==> src/verilog/atb_pkg.sv <==
// Package of constants and types for the task file PIO bridge
package atb_pkg;
  // Register byte offsets
  localparam logic [7:0] ATB_OFS_COMMAND    = 8'h44;
  localparam logic [7:0] ATB_OFS_ERR_FEAT   = 8'h48;
  localparam logic [7:0] ATB_OFS_SECT_CNT   = 8'h49;
  localparam logic [7:0] ATB_OFS_SECT_NUM   = 8'h4a;
  localparam logic [7:0] ATB_OFS_CYL_LOW    = 8'h4b;
  localparam logic [7:0] ATB_OFS_CYL_HIGH   = 8'h4c;
  localparam logic [7:0] ATB_OFS_DRIVE_HEAD = 8'h4d;
  localparam logic [7:0] ATB_OFS_ALT_STAT   = 8'h4e;
  localparam logic [7:0] ATB_OFS_DRIVE_ADDR = 8'h4f;
  localparam logic [7:0] ATB_OFS_IRQ_REASON = 8'h50;
  localparam logic [7:0] ATB_OFS_IRQ_ENABLE = 8'h54;
  localparam logic [7:0] ATB_OFS_PIO_STATUS = 8'h58;
  // Read answer of the write-only command register
  localparam logic [7:0] ATB_CMD_READ_VALUE = 8'hff;
  // Reason bits that exist (15 read-only, 12..8, 4..1 clearable)
  localparam logic [15:0] ATB_REASON_MASK   = 16'h9f1e;
  localparam logic [15:0] ATB_REASON_W1C    = 16'h1f1e;
  localparam logic [15:0] ATB_REASON_RESET  = 16'h0000;
  localparam logic [15:0] ATB_ENABLE_RESET  = 16'h0000;
  localparam int          ATB_PIO_STATUS_BUSY = 0;
  // PIO strobe timing
  localparam int ATB_CLK_MHZ        = 25;
  localparam int ATB_STROBE_NS      = 165;
  localparam int ATB_SETUP_NS       = 70;
  localparam int ATB_STROBE_CYC     = (ATB_STROBE_NS * ATB_CLK_MHZ + 999) / 1000;
  localparam int ATB_SETUP_CYC      = (ATB_SETUP_NS * ATB_CLK_MHZ + 999) / 1000;

  // Drive select and address pattern
  typedef struct packed {
    logic       high_bank_n;
    logic       cmd_bank_n;
    logic [2:0] addr;
  } atb_drive_sel_t;

  typedef enum logic [2:0] {
    ATB_IDLE,
    ATB_SETUP,
    ATB_STROBE,
    ATB_HOLD,
    ATB_ACK
  } atb_state_t;
endpackage

==> src/verilog/atb_bridge.sv <==
// Task file PIO bridge with DMA interrupt reason register
// How it works
// RQ1 - Address 48h drives selects high/low, address 001 (error/feature).
// RQ2 - Address 49h drives selects high/low, address 010 (sector count).
// RQ3 - Address 4Ah drives selects high/low, address 011 (sector number).
// RQ4 - Address 4Bh drives selects high/low, address 100 (cylinder low).
// RQ5 - Address 4Ch drives selects high/low, address 101 (cylinder high).
// RQ6 - Address 4Dh drives selects high/low, address 110 (drive/head).
// RQ7 - Address 44h drives selects high/low, address 111 (command).
// RQ8 - Command register is write-only; reads never reach the drive.
// RQ9 - Reading the command register returns FFh.
// RQ10 - Address 4Eh drives selects low/high, address 110 (alternate status).
// RQ11 - Address 4Fh drives selects low/high, address 111 (drive address).
// RQ12 - 16-bit interrupt reason register at 50h shows DMA interrupt sources.
// RQ13 - Every reason bit is refreshed when a DMA command completes.
// RQ14 - Writing one clears a reason bit other than read-only bit 15; writing zero leaves it.
// RQ15 - Host reads reason and ANDs with enable to find the source.
// RQ16 - Software writes the command register last, others any order.
// RQ17 - Sources interrupt only when enabled; enables zero after reset.
// RQ18 - Each task file access with byte lane 0 selected, except a command read, makes exactly one PIO cycle of that direction.
`timescale 1ns/1ps
module atb_bridge
  import atb_pkg::*;
#(
  parameter int STROBE_CYC = ATB_STROBE_CYC,
  parameter int SETUP_CYC  = ATB_SETUP_CYC
) (
  input  wire logic        clk_sys,
  input  wire logic        rst_n,
  input  wire logic        wb_cyc_i,
  input  wire logic        wb_stb_i,
  input  wire logic        wb_we_i,
  input  wire logic [7:0]  wb_adr_i,
  input  wire logic [3:0]  wb_sel_i,
  input  wire logic [31:0] wb_dat_i,
  output logic      [31:0] wb_dat_o,
  output logic             wb_ack_o,
  output logic             drive_select_high_bank_n,
  output logic             drive_select_cmd_bank_n,
  output logic             drive_reg_addr_bit2,
  output logic             drive_reg_addr_bit1_shared,
  output logic             drive_reg_addr_bit0_shared,
  output logic             drive_read_n,
  output logic             drive_write_n,
  input  wire logic [7:0]  drive_data_i,
  output logic      [7:0]  drive_data_o,
  output logic             drive_data_oe,
  input  wire logic        dma_cmd_done,
  input  wire logic [15:0] dma_reason_sources,
  output logic             dma_irq
);

  atb_state_t     state_q;
  atb_drive_sel_t sel_d;
  atb_drive_sel_t sel_q;
  logic           tf_hit;
  logic           req;
  logic           req_tf;
  logic [7:0]     cnt_q;
  logic           wr_q;
  logic [15:0]    reason_q;
  logic [15:0]    enable_q;
  logic [15:0]    clr_mask;
  logic [15:0]    wdat16;

  assign req    = wb_cyc_i && wb_stb_i && !wb_ack_o && state_q == ATB_IDLE;
  assign wdat16 = {wb_sel_i[1] ? wb_dat_i[15:8] : 8'h00, wb_sel_i[0] ? wb_dat_i[7:0] : 8'h00};

  // Task file address decode
  always_comb begin
    tf_hit = 1'b1;
    sel_d  = '{high_bank_n: 1'b1, cmd_bank_n: 1'b0, addr: 3'b000};
    case (wb_adr_i)
      // RQ1 error feature pattern
      ATB_OFS_ERR_FEAT:   sel_d.addr = 3'b001;
      // RQ2 sector count pattern
      ATB_OFS_SECT_CNT:   sel_d.addr = 3'b010;
      // RQ3 sector number pattern
      ATB_OFS_SECT_NUM:   sel_d.addr = 3'b011;
      // RQ4 cylinder low pattern
      ATB_OFS_CYL_LOW:    sel_d.addr = 3'b100;
      // RQ5 cylinder high pattern
      ATB_OFS_CYL_HIGH:   sel_d.addr = 3'b101;
      // RQ6 drive head pattern
      ATB_OFS_DRIVE_HEAD: sel_d.addr = 3'b110;
      // RQ7 command pattern
      ATB_OFS_COMMAND:    sel_d.addr = 3'b111;
      // RQ10 alternate status pattern
      ATB_OFS_ALT_STAT: begin
        sel_d = '{high_bank_n: 1'b0, cmd_bank_n: 1'b1, addr: 3'b110};
      end
      // RQ11 drive address pattern
      ATB_OFS_DRIVE_ADDR: begin
        sel_d = '{high_bank_n: 1'b0, cmd_bank_n: 1'b1, addr: 3'b111};
      end
      default: tf_hit = 1'b0;
    endcase
  end

  // RQ8 command reads stay local
  assign req_tf = req && tf_hit && wb_sel_i[0] && !(wb_adr_i == ATB_OFS_COMMAND && !wb_we_i);

  // PIO cycle sequencer
  always_ff @(posedge clk_sys) begin
    if (!rst_n) begin
      state_q  <= ATB_IDLE;
      cnt_q    <= 8'h00;
      wr_q     <= 1'b0;
      sel_q    <= '{high_bank_n: 1'b1, cmd_bank_n: 1'b1, addr: 3'b000};
      wb_ack_o <= 1'b0;
      wb_dat_o <= 32'h0000_0000;
      drive_read_n  <= 1'b1;
      drive_write_n <= 1'b1;
      drive_data_o  <= 8'h00;
      drive_data_oe <= 1'b0;
    end else begin
      wb_ack_o <= 1'b0;
      case (state_q)
        ATB_IDLE: begin
          // RQ18 one PIO cycle per access
          if (req_tf) begin
            sel_q         <= sel_d;
            wr_q          <= wb_we_i;
            drive_data_o  <= wb_dat_i[7:0];
            drive_data_oe <= wb_we_i;
            cnt_q         <= 8'(SETUP_CYC);
            state_q       <= ATB_SETUP;
          end else if (req) begin
            wb_ack_o <= 1'b1;
            wb_dat_o <= 32'h0000_0000;
            case (wb_adr_i)
              // RQ9 command read answer
              ATB_OFS_COMMAND:    wb_dat_o <= {24'h000000, ATB_CMD_READ_VALUE};
              // RQ12 reason readback
              ATB_OFS_IRQ_REASON: wb_dat_o <= {16'h0000, reason_q};
              ATB_OFS_IRQ_ENABLE: wb_dat_o <= {16'h0000, enable_q};
              ATB_OFS_PIO_STATUS: wb_dat_o <= 32'h0000_0000;
              default:            wb_dat_o <= 32'h0000_0000;
            endcase
          end
        end
        ATB_SETUP: begin
          if (cnt_q <= 8'h01) begin
            cnt_q         <= 8'(STROBE_CYC);
            drive_read_n  <= wr_q;
            drive_write_n <= !wr_q;
            state_q       <= ATB_STROBE;
          end else begin
            cnt_q <= cnt_q - 8'h01;
          end
        end
        ATB_STROBE: begin
          if (cnt_q <= 8'h01) begin
            drive_read_n  <= 1'b1;
            drive_write_n <= 1'b1;
            wb_dat_o      <= {24'h000000, drive_data_i};
            state_q       <= ATB_HOLD;
          end else begin
            cnt_q <= cnt_q - 8'h01;
          end
        end
        ATB_HOLD: begin
          drive_data_oe <= 1'b0;
          sel_q         <= '{high_bank_n: 1'b1, cmd_bank_n: 1'b1, addr: 3'b000};
          wb_ack_o      <= 1'b1;
          state_q       <= ATB_ACK;
        end
        ATB_ACK: state_q <= ATB_IDLE;
        default: state_q <= ATB_IDLE;
      endcase
    end
  end

  assign drive_select_high_bank_n   = sel_q.high_bank_n;
  assign drive_select_cmd_bank_n    = sel_q.cmd_bank_n;
  assign drive_reg_addr_bit2        = sel_q.addr[2];
  assign drive_reg_addr_bit1_shared = sel_q.addr[1];
  assign drive_reg_addr_bit0_shared = sel_q.addr[0];

  // RQ14 write one to clear
  assign clr_mask = (req && wb_we_i && wb_adr_i == ATB_OFS_IRQ_REASON) ? (wdat16 & ATB_REASON_W1C) : 16'h0000;

  // Reason register, refresh wins over clear
  always_ff @(posedge clk_sys) begin
    if (!rst_n) begin
      reason_q <= ATB_REASON_RESET;
    end else if (dma_cmd_done) begin
      // RQ13 refresh on completion
      reason_q <= dma_reason_sources & ATB_REASON_MASK;
    end else begin
      reason_q <= reason_q & ~clr_mask;
    end
  end

  // RQ17 enable register
  always_ff @(posedge clk_sys) begin
    if (!rst_n) begin
      enable_q <= ATB_ENABLE_RESET;
    end else if (req && wb_we_i && wb_adr_i == ATB_OFS_IRQ_ENABLE) begin
      enable_q <= wdat16 & ATB_REASON_W1C;
    end
  end

  // RQ17 gated interrupt
  always_ff @(posedge clk_sys) begin
    if (!rst_n) begin
      dma_irq <= 1'b0;
    end else begin
      dma_irq <= |(reason_q & enable_q);
    end
  end

endmodule

==> config.mk <==
export PLATFORM = sky130hd
export DESIGN_NAME = atb_bridge
export DESIGN_NICKNAME = d
export VERILOG_FILES = /design/src/verilog/atb_pkg.sv /design/src/verilog/atb_bridge.sv
export SDC_FILE = /design/constraint.sdc
export NUM_CORES = 1
export LEC_CHECK = 0
export BUFFER_PORTS_ARGS = -buffer_cell sky130_fd_sc_hd__buf_2
export CAP_MARGIN = 20
export CELL_PAD_IN_SITES_DETAIL_PLACEMENT = 0
export CELL_PAD_IN_SITES_GLOBAL_PLACEMENT = 1
export CORE_ASPECT_RATIO = 1.4
export CORE_MARGIN = 3
export CORE_UTILIZATION = 37
export CTS_CLUSTER_DIAMETER = 120
export DETAILED_ROUTE_END_ITERATION = 10
export PLACE_DENSITY_LB_ADDON = 0.25
export RECOVER_POWER = 50
export SLEW_MARGIN = 20
export SYNTH_ARGS = -nofsm -noshare
export SYNTH_HDL_FRONTEND = slang
export SYNTH_SLANG_ARGS = --single-unit
==> constraint.sdc <==
create_clock -name clk_sys -period 5.4 [get_ports clk_sys]
set_input_delay 1.08 -clock clk_sys [delete_from_list [all_inputs] [get_ports clk_sys]]
set_output_delay 1.08 -clock clk_sys [all_outputs]
set_load 0.01 [all_outputs]
# After elaboration in Yosys (flattened, before gate mapping)

Index checks and enable logic that the tools add are counted.

Logic and storage cells: 105
Bits in registers: 87
Input bits: 74

Bitwise operators: 4
Mux-type cells: 32
Add/subtract/negate cells: 1
Reductions and logical operators: 31
Eq/ne operators: 20
Order comparisons: 1

Operators by type and width:

| kind                 | count |
|---|---|
| $mux W32             | 3 |
| $eq A8 B7 Y1 const B | 11 |
| $pmux W32 S2         | 1 |
| $pmux W16 S3         | 1 |
| $mux W8              | 3 |
| $pmux W8 S3          | 1 |
| $pmux W3 S7          | 1 |
| $and A16 B13 Y16     | 1 |
| $and A16 B16 Y16     | 1 |
| $mux W16             | 1 |
| $not A13 Y16         | 1 |
| $reduce_or A16 Y1    | 1 |
| $mux W5              | 3 |
| $mux W13             | 1 |
| $ne A2 B2 Y1 const B | 6 |
| $pmux W3 S4          | 1 |
| $logic_and A1 B1 Y1  | 10 |
| $pmux W5 S2          | 1 |
| $mux W3              | 3 |
| $reduce_and A3 Y1    | 3 |
| $reduce_or A9 Y1     | 1 |
| $le A8 B1 Y1 const B | 1 |
| $pmux W1 S2          | 4 |
| $reduce_or A2 Y1     | 4 |
| 12 further kinds     | 25 |

# Depth between registers and ports, before layout

Depth after elaboration: 9
Mapped depth: 8
Mapped depth without buffers: 7

# Least setup slack after synthesis

OpenSTA, ideal clock, no wires.

Path kind: in2reg
Start: input wb_adr_i[3]
End: register wb_dat_o[15]
Stages on the path: 5
Path slack: 2907 ps
Setup time: 70 ps
Arrival: 2422 ps
Data required time: 5330 ps
Path through: buf_2 -> nor4b_4 -> nand3_1 -> or4b_1 -> a21oi_1

Cells in the longest elaborated chain, start to end: 8

RTL lines:

| element                          | line                                                   | text |
|---|---|---|
| from (decl)                      | atb_bridge.sv:33                                       | `input wire logic [7:0] wb_adr_i,` |
| $eq A8 B7 Y1 (on tied branches)  | atb_bridge.sv:73, atb_bridge.sv:101, atb_bridge.sv:131 |  |
| $reduce_or A9 Y1 (no line)       | --                                                     |  |
| $mux W1                          | atb_bridge.sv:73                                       | `case (wb_adr_i)` |
| $logic_and A1 B1 Y1 (3 in a row) | atb_bridge.sv:101                                      | `assign req_tf = req && tf_hit && wb_sel_i[0] && !(wb_adr_i == ATB_OFS_COMMAND && !wb_we_i);` |
| $ne A2 B2 Y1 (no line)           | --                                                     |  |
| $reduce_and A4 Y1 (no line)      | --                                                     |  |
| to (signal assigned)             | atb_bridge.sv:133                                      | `ATB_OFS_COMMAND: wb_dat_o <= {24'h000000, ATB_CMD_READ_VALUE};` |
| to (signal assigned)             | atb_bridge.sv:135                                      | `ATB_OFS_IRQ_REASON: wb_dat_o <= {16'h0000, reason_q};` |
| to (signal assigned)             | atb_bridge.sv:136                                      | `ATB_OFS_IRQ_ENABLE: wb_dat_o <= {16'h0000, enable_q};` |
| to (decl)                        | atb_bridge.sv:36                                       | `output logic [31:0] wb_dat_o,` |

Parallel ways exist; a longest one is shown, timed or not. The select of a mux whose other input is x is not followed.
A chain may end at the register's enable or synchronous reset.

# Final worst setup path

Start: input wb_adr_i[7]
End: register reason_q[1]

Cells in the longest elaborated chain, start to end: 6

RTL lines:

| element              | line              | text |
|---|---|---|
| $eq A8 B7 Y1         | atb_bridge.sv:181 | `assign clr_mask = (req && wb_we_i && wb_adr_i == ATB_OFS_IRQ_REASON) ? (wdat16 & ATB_REASON_W1C) : 16'h0000;` |
| $logic_and A1 B1 Y1  | atb_bridge.sv:181 |  |
| $mux W13             | atb_bridge.sv:181 |  |
| $not A13 Y16         | atb_bridge.sv:191 | `reason_q <= reason_q & ~clr_mask;` |
| $and A16 B16 Y16     | atb_bridge.sv:191 |  |
| $mux W16             | atb_bridge.sv:187 | `end else if (dma_cmd_done) begin` |
| to (signal assigned) | atb_bridge.sv:189 | `reason_q <= dma_reason_sources & ATB_REASON_MASK;` |
| to (signal assigned) | atb_bridge.sv:191 |  |
| to (decl)            | atb_bridge.sv:61  | `logic [15:0] reason_q;` |

Every way passes these cells.

==> impl_table.tex <==
\begin{tabular}{lr}
\hline
Metric & Value \\
\hline
\multicolumn{2}{l}{\textbf{Detailed routing}} \\
\quad ANT nets after route & 0 \\
\quad WL/cell & 15.06 um \\
\quad Overall via count from detail\_route & 2933 \\
\quad Via-per-instance ratio & 5.210 \\
\quad Remaining DRCs & 0 \\
\quad Violation count after the first detailed-routing iteration & 149 \\
\quad WL final & 8.480 mm \\
\quad First-pass iteration count of the detailed router & 4 \\
\multicolumn{2}{l}{\textbf{Logic synthesis}} \\
\quad Cells after Synth & 389 \\
\quad Synth warnings & 0 \\
\quad Area share of the largest cell type after synthesis & 39.98\% \\
\quad Area leader, netlist & dfxtp\_1 \\
\quad Number of enable flip-flop cells after synthesis & 0 \\
\quad Yosys reg bits & 63 \\
\quad Primary FF master, synth & dfxtp\_1 \\
\quad Syn avg cell area & 8.109 um\^{}2 \\
\quad Post-synthesis cell type count & 57 \\
\quad Sequential fraction of the synthesis area & 39.98\% \\
\quad Biggest area contributors in the synthesized netlist & dfxtp\_1 (40\%), nand2\_1 (7.0\%), a21oi\_1 (6.3\%), buf\_4 (4.5\%), nand3\_1 (4.1\%) \\
\quad Fraction of registers with async set or reset after synthesis & 0\% \\
\quad Combined area of all synthesized cells & 3154 um\^{}2 \\
\multicolumn{2}{l}{\textbf{STA}} \\
\quad Shortest clock period the worst path allows after layout & 3462 ps \\
\quad Setup repair after global routing missed its margin & no \\
\quad Final critical-path share of the clock period & 64.10\% \\
\quad Number of setup violations in the final report & 0 \\
\quad Max-slew violation count & 45 \\
\quad Normalized max-slew margin & -40.11\% \\
\quad Final Hold Vio Count & 0 \\
\quad Final worst setup slack & 1939 ps \\
\quad Post-route setup TNS & 0 ps \\
\quad Slew of the pin with the lowest slew margin & 2102 ps \\
\quad Minimum hold slack & 452.9 ps \\
\quad Peak clock frequency supported by timing & 288.9 MHz \\
\quad Clock Skews & 5.592 ps \\
\multicolumn{2}{l}{\textbf{CTS}} \\
\quad H-tree levels & 3 \\
\quad Hold bufs inserted after CTS & 0 \\
\quad CTS clock-pin slew for the worst setup and hold paths & 60 ps \\
\quad Number of buffers created by CTS & 9 \\
\quad Root Driver & clkbuf\_16 \\
\quad CTS max path bufs & 2 \\
\quad Worst-Skew Late Latency & 330 ps \\
\quad Sink count of the clock tree & 63 \\
\quad TritonCTS clock tree & built \\
\quad Post-CTS Setup Bufs & 0 \\
\quad Number of gates given a new drive strength after cts & 0 \\
\multicolumn{2}{l}{\textbf{Final layout}} \\
\quad Syn-to-layout area delta & 18.52\% \\
\quad Final Util & 45.33\% \\
\quad Highest-count cells in the layout ignoring fill and taps & dfxtp\_1 (63), nand2\_1 (59), buf\_2 (44) \\
\quad FF+latch area & 1261 um\^{}2 \\
\quad Fill cells & 868 \\
\quad Number of nets in the layout & 532 \\
\quad Antenna fix cells & 0 \\
\quad Most frequent standard cell in the layout excluding fill and tap cells & dfxtp\_1 \\
\quad Multi-input logic area & 1653 um\^{}2 \\
\quad Share of layout cells above drive strength 1 & 15.62\% \\
\multicolumn{2}{l}{\textbf{Global route}} \\
\quad Final global-route overflow total & 0 \\
\quad Largest net degree at the start of global routing & 45 \\
\quad GRT Total Usage & 17.54\% \\
\quad Wire length of the first global-routing pass & 13.41 mm \\
\quad Initial antenna violation count & 0 \\
\quad Number of global-route vias before repair & 2730 \\
\multicolumn{2}{l}{\textbf{Die}} \\
\quad Placement Rows & 39 \\
\quad Initial cell density of the core & 38.25\% \\
\quad Width of the chip & 84.04 um \\
\quad DIE HEIGHT & 115.3 um \\
\quad \# IOs & 124 \\
\quad Core outline area & 8247 um\^{}2 \\
\quad Die area & 9685 um\^{}2 \\
\multicolumn{2}{l}{\textbf{Worst setup path}} \\
\quad Largest fanout on the critical path & 8 \\
\quad Ordered cell list for the critical path & clkbuf\_1 -> nand2b\_1 -> nor4b\_1 -> nand3\_1 -> nor3b\_1 -> a211oi\_1 \\
\quad Critical path required time & 5520 ps \\
\quad Worst Path Class, Setup & in -> reg \\
\quad Startpoint kind of the worst setup timing path & primary input \\
\quad Max incr delay on CP & 1010 ps \\
\quad CP delay by family, top & simple AND/OR/NAND/NOR gates \\
\quad Data arrival at the endpoint of the critical path & 3580 ps \\
\quad Slowest cell on the critical path & nor4b\_1 \\
\quad Sum of buffers and inverters on the critical path & 1 \\
\quad Sort of element at the end of the critical path & flip-flop \\
\multicolumn{2}{l}{\textbf{Pwr}} \\
\quad Peak VDD IR & 0.1756 mV \\
\quad Leakage power figure & 0.001398 uW \\
\quad Total power divided by cell area & 328.2 nW/um\^{}2 \\
\multicolumn{2}{l}{\textbf{Place}} \\
\quad Buffers added on ports & 78 \\
\quad Routability cong. & 0.8364 \\
\quad Half-perimeter wire length of the detailed placement result & 6.232 mm \\
\quad Post-Place Setup Slack & 1860 ps \\
\multicolumn{2}{l}{\textbf{Status}} \\
\quad Run status & finished, violations left \\
\quad Violations in the final reports & capacitance limit, slew limit \\
\multicolumn{2}{l}{\textbf{Min path}} \\
\quad Worst min-delay path category & reg -> reg \\
\multicolumn{2}{l}{\textbf{Job}} \\
\quad Max-cap viol count & 1 \\
\hline
\end{tabular}
## routing by layer
metal	wire length [um]	vias to the layer above	GRT usage, %	share of wire, %
met4	149	0	7.082	1.8
met5	0	-	0	0
met3	445	15	5.090	5.2
met1	3656	1342	20.78	43
met2	4228	76	29.77	50
li1	-	1500	-	-
## area by class of cell
type / count / area share, %
clock buffer: 10 / 6.392
clock inverter: 6 / 1.841
inverter: 10 / 1.004
multi-input combinational: 293 / 44.21
sequential: 63 / 33.73
tap: 102 / 3.414
timing repair buffer: 79 / 9.404
## power by group
group | internal [uW] | switching, uW
Sequential | 481 | 13.4
Clock | 371 | 218
Combinational | 53.0 | 90.1
Total | 905 | 322
## cell families (layout without fill, tap and decap cells)
kind of cell / Yosys count / in the layout / share of synthesized area (%)
compound gates: 105 / 105 / 21.18
xor+xnor: 1 / 1 / 0.2777
fa+ha+maj: 2 / 2 / 0.7932
buf+inv: 50 / 105 / 8.528
flops: 63 / 63 / 39.98
mux: 12 / 12 / 3.808
other cells: 1 / 18 / 0.1189
simple gates: 155 / 155 / 25.31
## worst paths after layout
path	startpoint	end	slack [ps]	cells after the start
max	wb_adr_i[7]	reason_q[1]$_SDFF_PN0_	1940	6
min	wb_dat_o[15]$_SDFFE_PN0P_	wb_dat_o[15]$_SDFFE_PN0P_	450	2
max reg2reg	cnt_q[2]$_SDFFE_PN0P_	wb_dat_o[3]$_SDFFE_PN0P_	2870	5
min reg2reg	wb_dat_o[15]$_SDFFE_PN0P_	wb_dat_o[15]$_SDFFE_PN0P_	450	2
## through the flow
stage / cells / cell area [um^2] / total power, uW
floorplan: 406 / 3218 / 611.8
global placement: 547 / 3512 / 651.0
detailed placement: 547 / 3512 / 652.5
CTS: 563 / 3820 / 1244
global route: 563 / 3739 / 1287
finish: 563 / 3739 / 1227
## cells in the mapped netlist, drive strengths merged (9+ instances only)
cell type,instances
dfxtp,63
a21oi,40
mux2i,12
o21ai,21
nand2,59
a211oi,9
nor3,11
nand3,26
clkbuf,13
inv,9
buf,27
nor2,23
## sequential cells by signal, summed over array words and instances, names as in the netlist
| name | cells |
|---|---|
| cnt_q | 8 |
| dma_irq | 1 |
| drive_data_o | 8 |
| drive_data_oe | 1 |
| drive_read_n | 1 |
| drive_reg_addr_bit0_shared | 1 |
| drive_reg_addr_bit1_shared | 1 |
| drive_reg_addr_bit2 | 1 |
| drive_select_cmd_bank_n | 1 |
| drive_select_high_bank_n | 1 |
| drive_write_n | 1 |
| enable_q | 9 |
| reason_q | 10 |
| state_q | 3 |
| wb_ack_o | 1 |
| wb_dat_o | 14 |
| wr_q | 1 |
## worst register-to-register path, stage by stage, from the launching register on
cell      delay, ps
dfxtp_1         370
nor4_1          790
nand3_1         400
o22ai_2         530
nor2_1           80
a311oi_1        250
No activity file was read; power rests on OpenSTA's default activity.
